==> config.mk <==
export PLATFORM = sky130hd
export DESIGN_NAME = tdc_tti_config
export DESIGN_NICKNAME = d
export VERILOG_FILES = /design/src/verilog/tdc_pkg.sv /design/src/verilog/tdc_tti_config.sv
export SDC_FILE = /design/constraint.sdc
export NUM_CORES = 1
export LEC_CHECK = 0
export ABC_CLOCK_PERIOD_IN_PS = 1600
export BUFFER_PORTS_ARGS = -buffer_cell sky130_fd_sc_hd__clkbuf_2
export CAP_MARGIN = 20
export CELL_PAD_IN_SITES_DETAIL_PLACEMENT = 1
export CELL_PAD_IN_SITES_GLOBAL_PLACEMENT = 2
export CORE_UTILIZATION = 25
export DETAILED_ROUTE_END_ITERATION = 10
export PLACE_DENSITY_LB_ADDON = 0.08
export SLEW_MARGIN = 25
export SYNTH_ARGS = -nofsm -noshare
export SYNTH_HDL_FRONTEND = slang
export SYNTH_SLANG_ARGS = --single-unit
==> constraint.sdc <==
create_clock -name clock_i -period 1.6 [get_ports clock_i]
set_clock_uncertainty 0.2 [all_clocks]
set_input_delay 0.16 -clock clock_i [delete_from_list [all_inputs] [get_ports clock_i]]
set_output_delay 0.16 -clock clock_i [all_outputs]
set_load 0.01 [all_outputs]
==> src/verilog/tdc_pkg.sv <==
// package: widths, reset values and carrier types for the tti config handler
package tdc_pkg;
    localparam int unsigned TDC_SFN_W = 10;
    localparam int unsigned TDC_TTI_W = 4;
    localparam int unsigned TDC_CFG_W = 64;
    localparam logic [TDC_SFN_W-1:0] TDC_SFN_LAST = 10'h3ff;
    localparam logic [TDC_TTI_W-1:0] TDC_TTI_LAST = 4'h9;
    localparam logic [TDC_SFN_W-1:0] TDC_SFN_RST = 10'h000;
    localparam logic [TDC_TTI_W-1:0] TDC_TTI_RST = 4'h0;
    localparam logic [TDC_CFG_W-1:0] TDC_CFG_EMPTY = 64'h0000_0000_0000_0000;
    localparam logic TDC_RT_MODE_RST = 1'b0;

    // timing indication word pushed toward the host
    typedef struct packed {
        logic [TDC_SFN_W-1:0] sfn;
        logic [TDC_TTI_W-1:0] tti;
    } tdc_timing_type;

    // configuration handed to both encoders
    typedef struct packed {
        logic valid;
        logic fresh;
        logic [TDC_CFG_W-1:0] cfg;
    } tdc_enc_cfg_type;
endpackage : tdc_pkg

==> src/verilog/tdc_tti_config.sv <==
// tti handler: timing indication out, dynamic dl configuration in
// Function
// - each subframe trigger pushes a timing indication for the next subframe
// - next trigger reads that configuration and forwards it to both encoders
// - real-time mode with nothing available: encoders get an empty configuration
// - tolerant mode with nothing available: last configuration is reused
// - real-time mode is cleared after reset
`timescale 1ns/10ps
`default_nettype none
module tdc_tti_config
    import tdc_pkg::*;
(
    input wire logic clock_i,
    input wire logic rst_n_i,
    input wire logic subframe_trig_i,
    input wire logic realtime_host_mode_i,
    input wire logic realtime_host_mode_load_i,
    output logic timing_indication_out_fifo_valid_o,
    output tdc_timing_type timing_indication_out_fifo_data_o,
    input wire logic timing_indication_out_fifo_ready_i,
    input wire logic dl_config_in_fifo_valid_i,
    input wire logic [TDC_CFG_W-1:0] dl_config_in_fifo_data_i,
    output logic dl_config_in_fifo_ready_o,
    output tdc_enc_cfg_type pdcch_cfg_o,
    output tdc_enc_cfg_type pdsch_cfg_o,
    output logic realtime_host_mode_o,
    output logic indication_drop_o
);
    logic rt_mode_ff;
    logic [TDC_SFN_W-1:0] sfn_ff;
    logic [TDC_TTI_W-1:0] tti_ff;
    logic [TDC_SFN_W-1:0] nxt_sfn;
    logic [TDC_TTI_W-1:0] nxt_tti;
    logic ind_valid_ff;
    tdc_timing_type ind_data_ff;
    logic drop_ff;
    logic [TDC_CFG_W-1:0] hold_ff;
    logic hold_new_ff;
    logic ready_ff;
    tdc_enc_cfg_type enc_ff;
    tdc_enc_cfg_type nxt_enc;
    logic take;

    // mode bit, loaded by strobe from the host side control path
    always_ff @(posedge clock_i) begin
        if (!rst_n_i) begin
            rt_mode_ff <= TDC_RT_MODE_RST;
        end else if (realtime_host_mode_load_i) begin
            rt_mode_ff <= realtime_host_mode_i;
        end
    end

    // subframe counter: current subframe advances on each trigger
    always_comb begin
        nxt_tti = tti_ff + 4'h1;
        nxt_sfn = sfn_ff;
        if (tti_ff == TDC_TTI_LAST) begin
            nxt_tti = TDC_TTI_RST;
            nxt_sfn = (sfn_ff == TDC_SFN_LAST) ? TDC_SFN_RST
                                               : sfn_ff + 10'h001;
        end
    end

    always_ff @(posedge clock_i) begin
        if (!rst_n_i) begin
            sfn_ff <= TDC_SFN_RST;
            tti_ff <= TDC_TTI_RST;
        end else if (subframe_trig_i) begin
            sfn_ff <= nxt_sfn;
            tti_ff <= nxt_tti;
        end
    end

    // one-entry indication slot; a fresh trigger overwrites a stale one so
    // the host always sees the latest subframe, and the loss is flagged
    always_ff @(posedge clock_i) begin
        if (!rst_n_i) begin
            ind_valid_ff <= 1'b0;
            ind_data_ff <= '0;
            drop_ff <= 1'b0;
        end else begin
            drop_ff <= subframe_trig_i && ind_valid_ff
                       && !timing_indication_out_fifo_ready_i;
            if (subframe_trig_i) begin
                ind_valid_ff <= 1'b1;
                ind_data_ff.sfn <= nxt_sfn;
                ind_data_ff.tti <= nxt_tti;
            end else if (timing_indication_out_fifo_ready_i) begin
                ind_valid_ff <= 1'b0;
            end
        end
    end

    // drain incoming fifo continuously into the holding register; only the
    // newest word matters, older ones are overwritten before the trigger
    assign take = dl_config_in_fifo_valid_i && ready_ff;

    always_ff @(posedge clock_i) begin
        if (!rst_n_i) begin
            ready_ff <= 1'b0;
        end else begin
            ready_ff <= 1'b1;
        end
    end

    always_ff @(posedge clock_i) begin
        if (!rst_n_i) begin
            hold_ff <= TDC_CFG_EMPTY;
            hold_new_ff <= 1'b0;
        end else begin
            if (take) begin
                hold_ff <= dl_config_in_fifo_data_i;
            end
            // arrival in the trigger cycle is kept for the next subframe
            if (take) begin
                hold_new_ff <= 1'b1;
            end else if (subframe_trig_i) begin
                hold_new_ff <= 1'b0;
            end
        end
    end

    // encoder configuration chosen at the trigger
    always_comb begin
        nxt_enc = enc_ff;
        if (subframe_trig_i) begin
            nxt_enc.valid = 1'b1;
            nxt_enc.fresh = hold_new_ff;
            if (hold_new_ff) begin
                nxt_enc.cfg = hold_ff;
            end else if (rt_mode_ff) begin
                nxt_enc.cfg = TDC_CFG_EMPTY;
            end else begin
                nxt_enc.cfg = hold_ff;
            end
        end else begin
            nxt_enc.valid = 1'b0;
        end
    end

    always_ff @(posedge clock_i) begin
        if (!rst_n_i) begin
            enc_ff <= '0;
        end else begin
            enc_ff <= nxt_enc;
        end
    end

    assign timing_indication_out_fifo_valid_o = ind_valid_ff;
    assign timing_indication_out_fifo_data_o = ind_data_ff;
    assign dl_config_in_fifo_ready_o = ready_ff;
    assign pdcch_cfg_o = enc_ff;
    assign pdsch_cfg_o = enc_ff;
    assign realtime_host_mode_o = rt_mode_ff;
    assign indication_drop_o = drop_ff;

    mode_reset_a: assert property (@(posedge clock_i)
        !rst_n_i |=> !rt_mode_ff)
        else $error("real-time mode not cleared by reset");

    ind_push_a: assert property (@(posedge clock_i) disable iff (!rst_n_i)
        subframe_trig_i |=> ind_valid_ff
            && ind_data_ff.tti == tti_ff && ind_data_ff.sfn == sfn_ff)
        else $error("timing indication not for next subframe");

    cfg_forward_a: assert property (@(posedge clock_i)
        disable iff (!rst_n_i)
        subframe_trig_i && hold_new_ff |=> enc_ff.valid
            && enc_ff.cfg == $past(hold_ff))
        else $error("received configuration not forwarded");

    rt_empty_a: assert property (@(posedge clock_i)
        disable iff (!rst_n_i)
        subframe_trig_i && !hold_new_ff && rt_mode_ff
            |=> enc_ff.cfg == TDC_CFG_EMPTY && !enc_ff.fresh)
        else $error("missing configuration not emptied");

    reuse_last_a: assert property (@(posedge clock_i)
        disable iff (!rst_n_i)
        subframe_trig_i && !hold_new_ff && !rt_mode_ff
            |=> enc_ff.cfg == $past(hold_ff) && !enc_ff.fresh)
        else $error("last configuration not reused");

    hold_keep_a: assert property (@(posedge clock_i)
        disable iff (!rst_n_i)
        ready_ff && dl_config_in_fifo_valid_i
            |=> hold_ff == $past(dl_config_in_fifo_data_i) && hold_new_ff)
        else $error("holding register missed a word");

    cfg_pulse_a: assert property (@(posedge clock_i) disable iff (!rst_n_i)
        !subframe_trig_i |=> !enc_ff.valid)
        else $error("encoder strobe without trigger");

    fifo_take_a: assert property (@(posedge clock_i)
        disable iff (!rst_n_i)
        rst_n_i ##1 rst_n_i |-> dl_config_in_fifo_ready_o)
        else $error("incoming fifo not drained");

    tti_range_a: assert property (@(posedge clock_i)
        disable iff (!rst_n_i)
        tti_ff <= TDC_TTI_LAST)
        else $error("subframe index out of range");

    // wrap is never reached by the short bench runs, so guard it here
    tti_wrap_a: assert property (@(posedge clock_i)
        disable iff (!rst_n_i)
        subframe_trig_i && tti_ff == TDC_TTI_LAST
            |=> tti_ff == TDC_TTI_RST && sfn_ff != $past(sfn_ff))
        else $error("subframe index did not wrap");

    ind_next_a: assert property (@(posedge clock_i)
        disable iff (!rst_n_i)
        subframe_trig_i && tti_ff != TDC_TTI_LAST
            |=> ind_data_ff.tti == $past(tti_ff) + 4'h1
                && ind_data_ff.sfn == $past(sfn_ff))
        else $error("indication does not name next subframe");

    ind_stand_a: assert property (@(posedge clock_i)
        disable iff (!rst_n_i)
        ind_valid_ff && !timing_indication_out_fifo_ready_i
            |=> ind_valid_ff)
        else $error("indication lost before fifo accepted it");

    fresh_keep_a: assert property (@(posedge clock_i)
        disable iff (!rst_n_i)
        subframe_trig_i && take |=> hold_new_ff)
        else $error("arrival at trigger not kept for next subframe");
endmodule : tdc_tti_config
`default_nettype wire

==> results of run 1 <==
==> cell type report <==
cell class | instances | area [um2]
Sequential cell | 149 | 2985
Clock inverter | 12 | 158.9
Tap cell | 324 | 405.4
Inverter | 1 | 3.754
Timing Repair Buffer | 316 | 2098
Clock buffer | 18 | 429.2
Fill cell | 2882 | 15720
Multi-Input combinational cell | 456 | 2594
==> registers in the layout (all words and copies together) (netlist names) <==
register,count
hold_ff,64
realtime_host_mode_o,1
indication_drop_o,1
pdcch_cfg_o,66
timing_indication_out_fifo_valid_o,1
dl_config_in_fifo_ready_o,1
hold_new_ff,1
timing_indication_out_fifo_data_o,14
==> synthesized netlist by cell type (2+ instances only) <==
library cell	n	area [um2]
dfxtp_1	149	2983
and4_1	2	17.52
nand4_1	4	25.02
buf_4	67	503.0
nand2_1	136	510.5
a21boi_1	2	15.01
xor2_1	5	43.79
nor2b_1	133	832.1
mux2i_1	2	20.02
a21oi_1	66	330.3
nor2_1	4	15.01
clkbuf_1	31	116.4
xnor2_1	2	17.52
or3_1	3	18.77
and2_1	7	43.79
a21boi_0	67	503.0
buf_1	3	11.26
buf_2	10	50.05
o21ai_0	6	30.03
nand3_1	5	25.02
==> metal layers <==
| layer | vias up | GRT usage [%] | share of wire (%) |
|---|---|---|---|
| met5 | - | 0 | 0 |
| li1 | 2693 | - | - |
| met4 | 0 | 5.844 | 1.6 |
| met3 | 20 | 2.987 | 3.9 |
| met1 | 2557 | 18.40 | 45 |
| met2 | 139 | 26.32 | 50 |
==> final timing paths <==
check                                            start  slack (ns)                                   end
setup reg to reg  timing_indication_out_fifo_data_o[1]       -0.03  timing_indication_out_fifo_data_o[8]
hold / removal               dl_config_in_fifo_valid_i        0.09                           hold_ff[40]
setup / recovery  timing_indication_out_fifo_data_o[1]       -0.03  timing_indication_out_fifo_data_o[8]
hold reg to reg                            hold_ff[30]        0.26                           hold_ff[30]
==> cells in the final DEF, fill, tap and decap left out, types with 2 or more instances in the layout <==
master / count
clkbuf_2: 218
dfxtp_1: 147
nor2_1: 4
clkbuf_16: 17
or3_1: 2
buf_12: 8
xor2_1: 5
nor2b_1: 133
clkinv_4: 3
o21ai_0: 5
dlygate4sd3_1: 68
clkinvlp_4: 5
and2_1: 6
a21boi_0: 66
xnor2_1: 2
mux2i_1: 2
bufinv_16: 3
a21boi_1: 2
nand3_1: 4
a21oi_1: 66
nand4_1: 4
buf_4: 20
nand2_1: 135
dfxtp_2: 2
==> cell families after synthesis <==
logic type | count (synthesis)
xor+xnor | 7
flops | 149
mux | 2
buf+inv | 113
simple gates | 302
compound gates | 144
fa+ha+maj | 1
==> metrics by stage <==
step,TNS (ns),setup WS (ns),hold slack (ns),cells,area (um2)
final,-0.02765,-0.02765,0.09323,1276,8675
after global routing,-0.3315,-0.1013,0.1016,1276,8675
after CTS,-0.08284,-0.04896,0.07631,1276,8657
after detailed placement,-0.7981,-0.1377,0.2039,1177,7370
after global placement,-0.7691,-0.1446,0.1959,1177,7370
after floorplan,0,0.01208,-0.01228,718,6235
==> power groups by stage <==
| stage | logic (uW) | registers (uW) | clock network, uW |
|---|---|---|---|
| 2_1_floorplan | 398 | 3990 | 0 |
| 3_3_place_gp | 704 | 3990 | 0 |
| 3_5_place_dp | 717 | 4000 | 0 |
| 4_1_cts | 859 | 3910 | 4200 |
| 5_1_grt | 936 | 3930 | 4350 |
| 6_report | 835 | 3910 | 4040 |
==> timing repair <==
item	4_1_cts	5_1_grt
endpoints found under the setup margin	8	9
gates resized for setup	5	6
pin swaps	1	8
endpoints found under the hold margin	72	0
buffers inserted	1	0
hold buffers	68	0
==> worst max-delay path, delay by kind of cell (launching register included) <==
| kind | cells | cell delay [ns] |
|---|---|---|
| AO/OA/AOI/OAI | 1 | 0.12 |
| AND/OR/NAND/NOR | 3 | 0.78 |
| buffers and inverters | 1 | 0.14 |
| flip-flops | 1 | 0.33 |
==> reports/metrics.cfg, run 1 <==
[yosys]
synth_edf_count=0
synth_xor_area_share_pct=0.9833
muxShareOfSynthArea_pct=0.3211
synth-simple-area-share_pct=25.01
synth_fa_ha_area_share_pct=0.2007
syn_inst=718
netlist_area_um2=6235
yosys.cell_types.count=34
yosys_warnings=0
syn-num-nets=790
syn_area_per_cell_um2=8.683
synth_flop_cell=dfxtp_1
synth_top_family_by_area=simple AND/OR/NAND/NOR gates
synth_compound_area_share_pct=14.49
async_flop_share_pct=0
seq_area_frac_synth_pct=47.84
ys_ff_latch=149

[cts]
cts_buffers=17
clock_latency_ns=0.42
root_buffer=clkbuf_16
clkTransAtPathRegs_ns=0.06
cts_tree=built
htree_num_levels=4
cts.sinks=149
clockBufferDepth=2

[final_layout]
syn_to_final_growth_pct=39.13
drive_gt1_share_pct=30.46
nets=1013
n_antenna_cell=0
utilization_pct=35.56

[status]
violations=negative setup slack
outcome=finished, violations left

[worst_setup_path]
cp_slowest_cell=or3_4
crit_required_ns=1.76
path_class=register to register
slowest_delay_ns=0.39
arrival_ns=1.79
crit_fanout=5
end_kind=register
reg2reg_depth=5
crit_path_start_kind=register
path_cells=and3b_2, buf_6, nand3_4, or3_4, a21oi_2

[power]
vdd_drop_max_mv=0.4700
leakagePower_uw=0.003647
power_frac_comb_pct=9.5
p_per_area_nw_per_um2=1013
power_switching_uw=2094
finalPower_uw=8787
swShare_pct=23.84
clkPwrFrac_pct=46.0
p_int_uw=6693
p_seq_share_pct=44.5

[route]
antenna_left=0
vias=5409
post_drt_via_cell_ratio=4.239
drc=0
wl_mm=18.59
drt_iter0_drc=143
wl_per_cell_um=14.57
drtPass1Iterations=4

[run]
cap_violations=0

[hold_path]
hold_path_class=input pin to register
whs_path_depth=5

[floorplan]
die_x_um=159.9
num_rows=57
start_util_pct=25.56
coreArea_um2=24390
io_pins=221
die-area_um2=25570
die_y_um=159.9

[grt]
grt_pass1_vias=5716
grtUsageTotal_pct=15.17
grt-ovfl-total=0
grt_max_degree=51
antenna_found_initial=0
grt_first_pass_wirelength_mm=30.41

[sta]
final.min_clock_period_ns=1.628
hold_violations=0
fmax_ghz=0.6144
min_period_over_period_pct=101.7
max_slew_margin_pct=73.15
setup_ws_ns=-0.02765
rsz0062_at_grt=yes
slew_violations=0
tightest_slew_ns=0.4028
setup_viol_count_final=1

[place]
gp_congestion=0.7017
port_buffers=220
hpwl_mm=12.29

No activity file was read; power rests on OpenSTA's default activity.
==> inputs of run 2 (changes only) <==
- PLACE_DENSITY_LB_ADDON: 0.08 -> 0.12
==> reports/metrics.cfg, run 2 (synthesis results as in run 1) <==
[status]
outcome=complete, no violations

[floorplan]
die_y_um=159.9  ; unchanged
io_pins=221  ; unchanged
die-area_um2=25570  ; unchanged
start_util_pct=25.56  ; unchanged
die_x_um=159.9  ; unchanged
coreArea_um2=24390  ; unchanged
num_rows=57  ; unchanged

[sta]
fmax_ghz=0.6636  ; +8.0%
hold_violations=0  ; unchanged
min_period_over_period_pct=94.19  ; -7.5 points
slew_violations=0  ; unchanged
max_slew_margin_pct=74.81  ; +1.7 points
setup_viol_count_final=0  ; -1
tightest_slew_ns=0.3779  ; -0.02492 ns
final.min_clock_period_ns=1.507  ; -0.1207 ns
rsz0062_at_grt=no

[final_layout]
nets=1011  ; -0.20%
layout_common_cells=218 x clkbuf_2, 147 x dfxtp_1, 135 x nand2_1, 133 x nor2b_1, 68 x dlygate4sd3_1
drive_gt1_share_pct=30.46  ; unchanged
fillers=2908  ; +0.90%
syn_to_final_growth_pct=38.27
final_cell_area_um2=8621  ; -0.62%
largest_reg_flops=66  ; unchanged
mostFrequentLayoutCell=clkbuf_2

[place]
hpwl_mm=12.20  ; -0.70%
gp_congestion=0.7619  ; +8.6%
placed_area_um2=7355  ; -0.20%
port_buffers=220  ; unchanged

[cts]
cts.sinks=149  ; unchanged
cts_tree=built
root_buffer=clkbuf_16
cts_buffers=17  ; unchanged
clockBufferDepth=2  ; unchanged
htree_num_levels=4  ; unchanged
clock_latency_ns=0.42  ; about the same
clkTransAtPathRegs_ns=0.07  ; about the same

[worst_setup_path]
crit_required_ns=1.75  ; about the same
arrival_ns=1.66  ; -0.13 ns
path_class=register to register
worst-path-buf-inv=0  ; -1
crit_family=simple AND/OR/NAND/NOR gates
path_cells=and4b_2, nand2_1, or3_1, a21oi_1
end_kind=register
slowest_delay_ns=0.33  ; -0.06 ns
cp_slowest_cell=dfxtp_1
crit_fanout=4  ; -1
crit_path_start_kind=register

[grt]
grtUsageTotal_pct=14.89  ; -0.28 points
grt_util_met3_pct=4.000  ; +1.0 points
met1_usage_pct=18.62  ; +0.22 points
antenna_found_initial=1  ; +1
grt_first_pass_wirelength_mm=30.06  ; -1.1%
met2_usage_pct=25.08  ; -1.2 points
grt_max_degree=65  ; +27%
grt-ovfl-total=0  ; unchanged
grt_pass1_vias=5687  ; -0.51%
grt-busiest-layer=met2

[hold_path]
hold_path_class=input pin to register

[route]
drtPass1Iterations=4  ; unchanged
post_drt_via_cell_ratio=4.276  ; +0.88%
antenna_left=0  ; unchanged
drt_iter0_drc=162  ; +13%
vias=5461  ; +0.96%
wl_mm=18.51  ; -0.43%
wl_per_cell_um=14.49  ; -0.51%
drc=0  ; unchanged

[power]
finalPower_uw=8608  ; -2.0%
p_per_area_nw_per_um2=998.5  ; -1.4%
vdd_drop_max_mv=0.4780  ; +1.7%
leakagePower_uw=0.003626  ; -0.58%

[run]
cap_violations=0  ; unchanged

==> run 2: area by class of cell <==
cell class,count,area [um2],share of cell area (%)
well taps,324,405.4,4.702
flip-flops and latches,149,2985,34.63
repair buffers,314,2079,24.12
clock inverters,13,121.4,1.408
clock buffers,19,442.9,5.138
diodes,1,2.502,0.02903
inverters,1,3.754,0.04354
multi-input cells,456,2580,29.93
==> run 2: worst register-to-register path, delay by kind of cell, from the launching register on <==
kind,cells,cell delay (ns)
AO/OA/AOI/OAI,1,0.15
flip-flops,1,0.33
AND/OR/NAND/NOR,3,0.77
==> run 2: worst paths after layout <==
path | startpoint | end | slack, ns | cells past startpoint
setup / recovery | timing_indication_out_fifo_data_o[2] | timing_indication_out_fifo_data_o[13] | 0.09 | 4
hold / removal | subframe_trig_i | pdcch_cfg_o[65] | 0.11 | 3
setup reg to reg | timing_indication_out_fifo_data_o[2] | timing_indication_out_fifo_data_o[13] | 0.09 | 4
hold reg to reg | hold_ff[52] | hold_ff[52] | 0.26 | 2
==> run 2: where the power goes <==
part / internal (uW) / switching (uW)
combinational: 419 / 415
clock: 2200 / 1670
sequential: 3830 / 75.5
==> run 2: what timing repair did <==
| item | in CTS | in global routing |
|---|---|---|
| hold buffers | 68 | 0 |
| setup endpoints to repair | 0 | 8 |
| resized for setup | 0 | 8 |
| buffers inserted | 0 | 1 |
| endpoints found under the hold margin | 70 | 0 |
==> run 2: metal layers <==
layer / vias to the layer above / part of all wire [%]
li1: 2697 / -
met1: 2613 / 46
met2: 133 / 48
met3: 18 / 4.9
met4: 0 / 1.1
met5: - / 0
==> run 2: per-stage QoR <==
| stage | utilization (%) | cells | setup TNS (ns) | hold WS (ns) | setup slack [ns] |
|---|---|---|---|---|---|
| floorplan | - | 718 | 0 | -0.01228 | 0.01208 |
| global placement | 30.15 | 1175 | 0 | 0.1955 | 0.01545 |
| detailed placement | 30.15 | 1175 | -0.1445 | 0.2043 | -0.01877 |
| CTS | 35.26 | 1275 | 0 | 0.08575 | 0.0006849 |
| global route | 35.33 | 1276 | 0 | 0.1126 | 0.02788 |
| finish | 35.34 | 1277 | 0 | 0.1095 | 0.09304 |
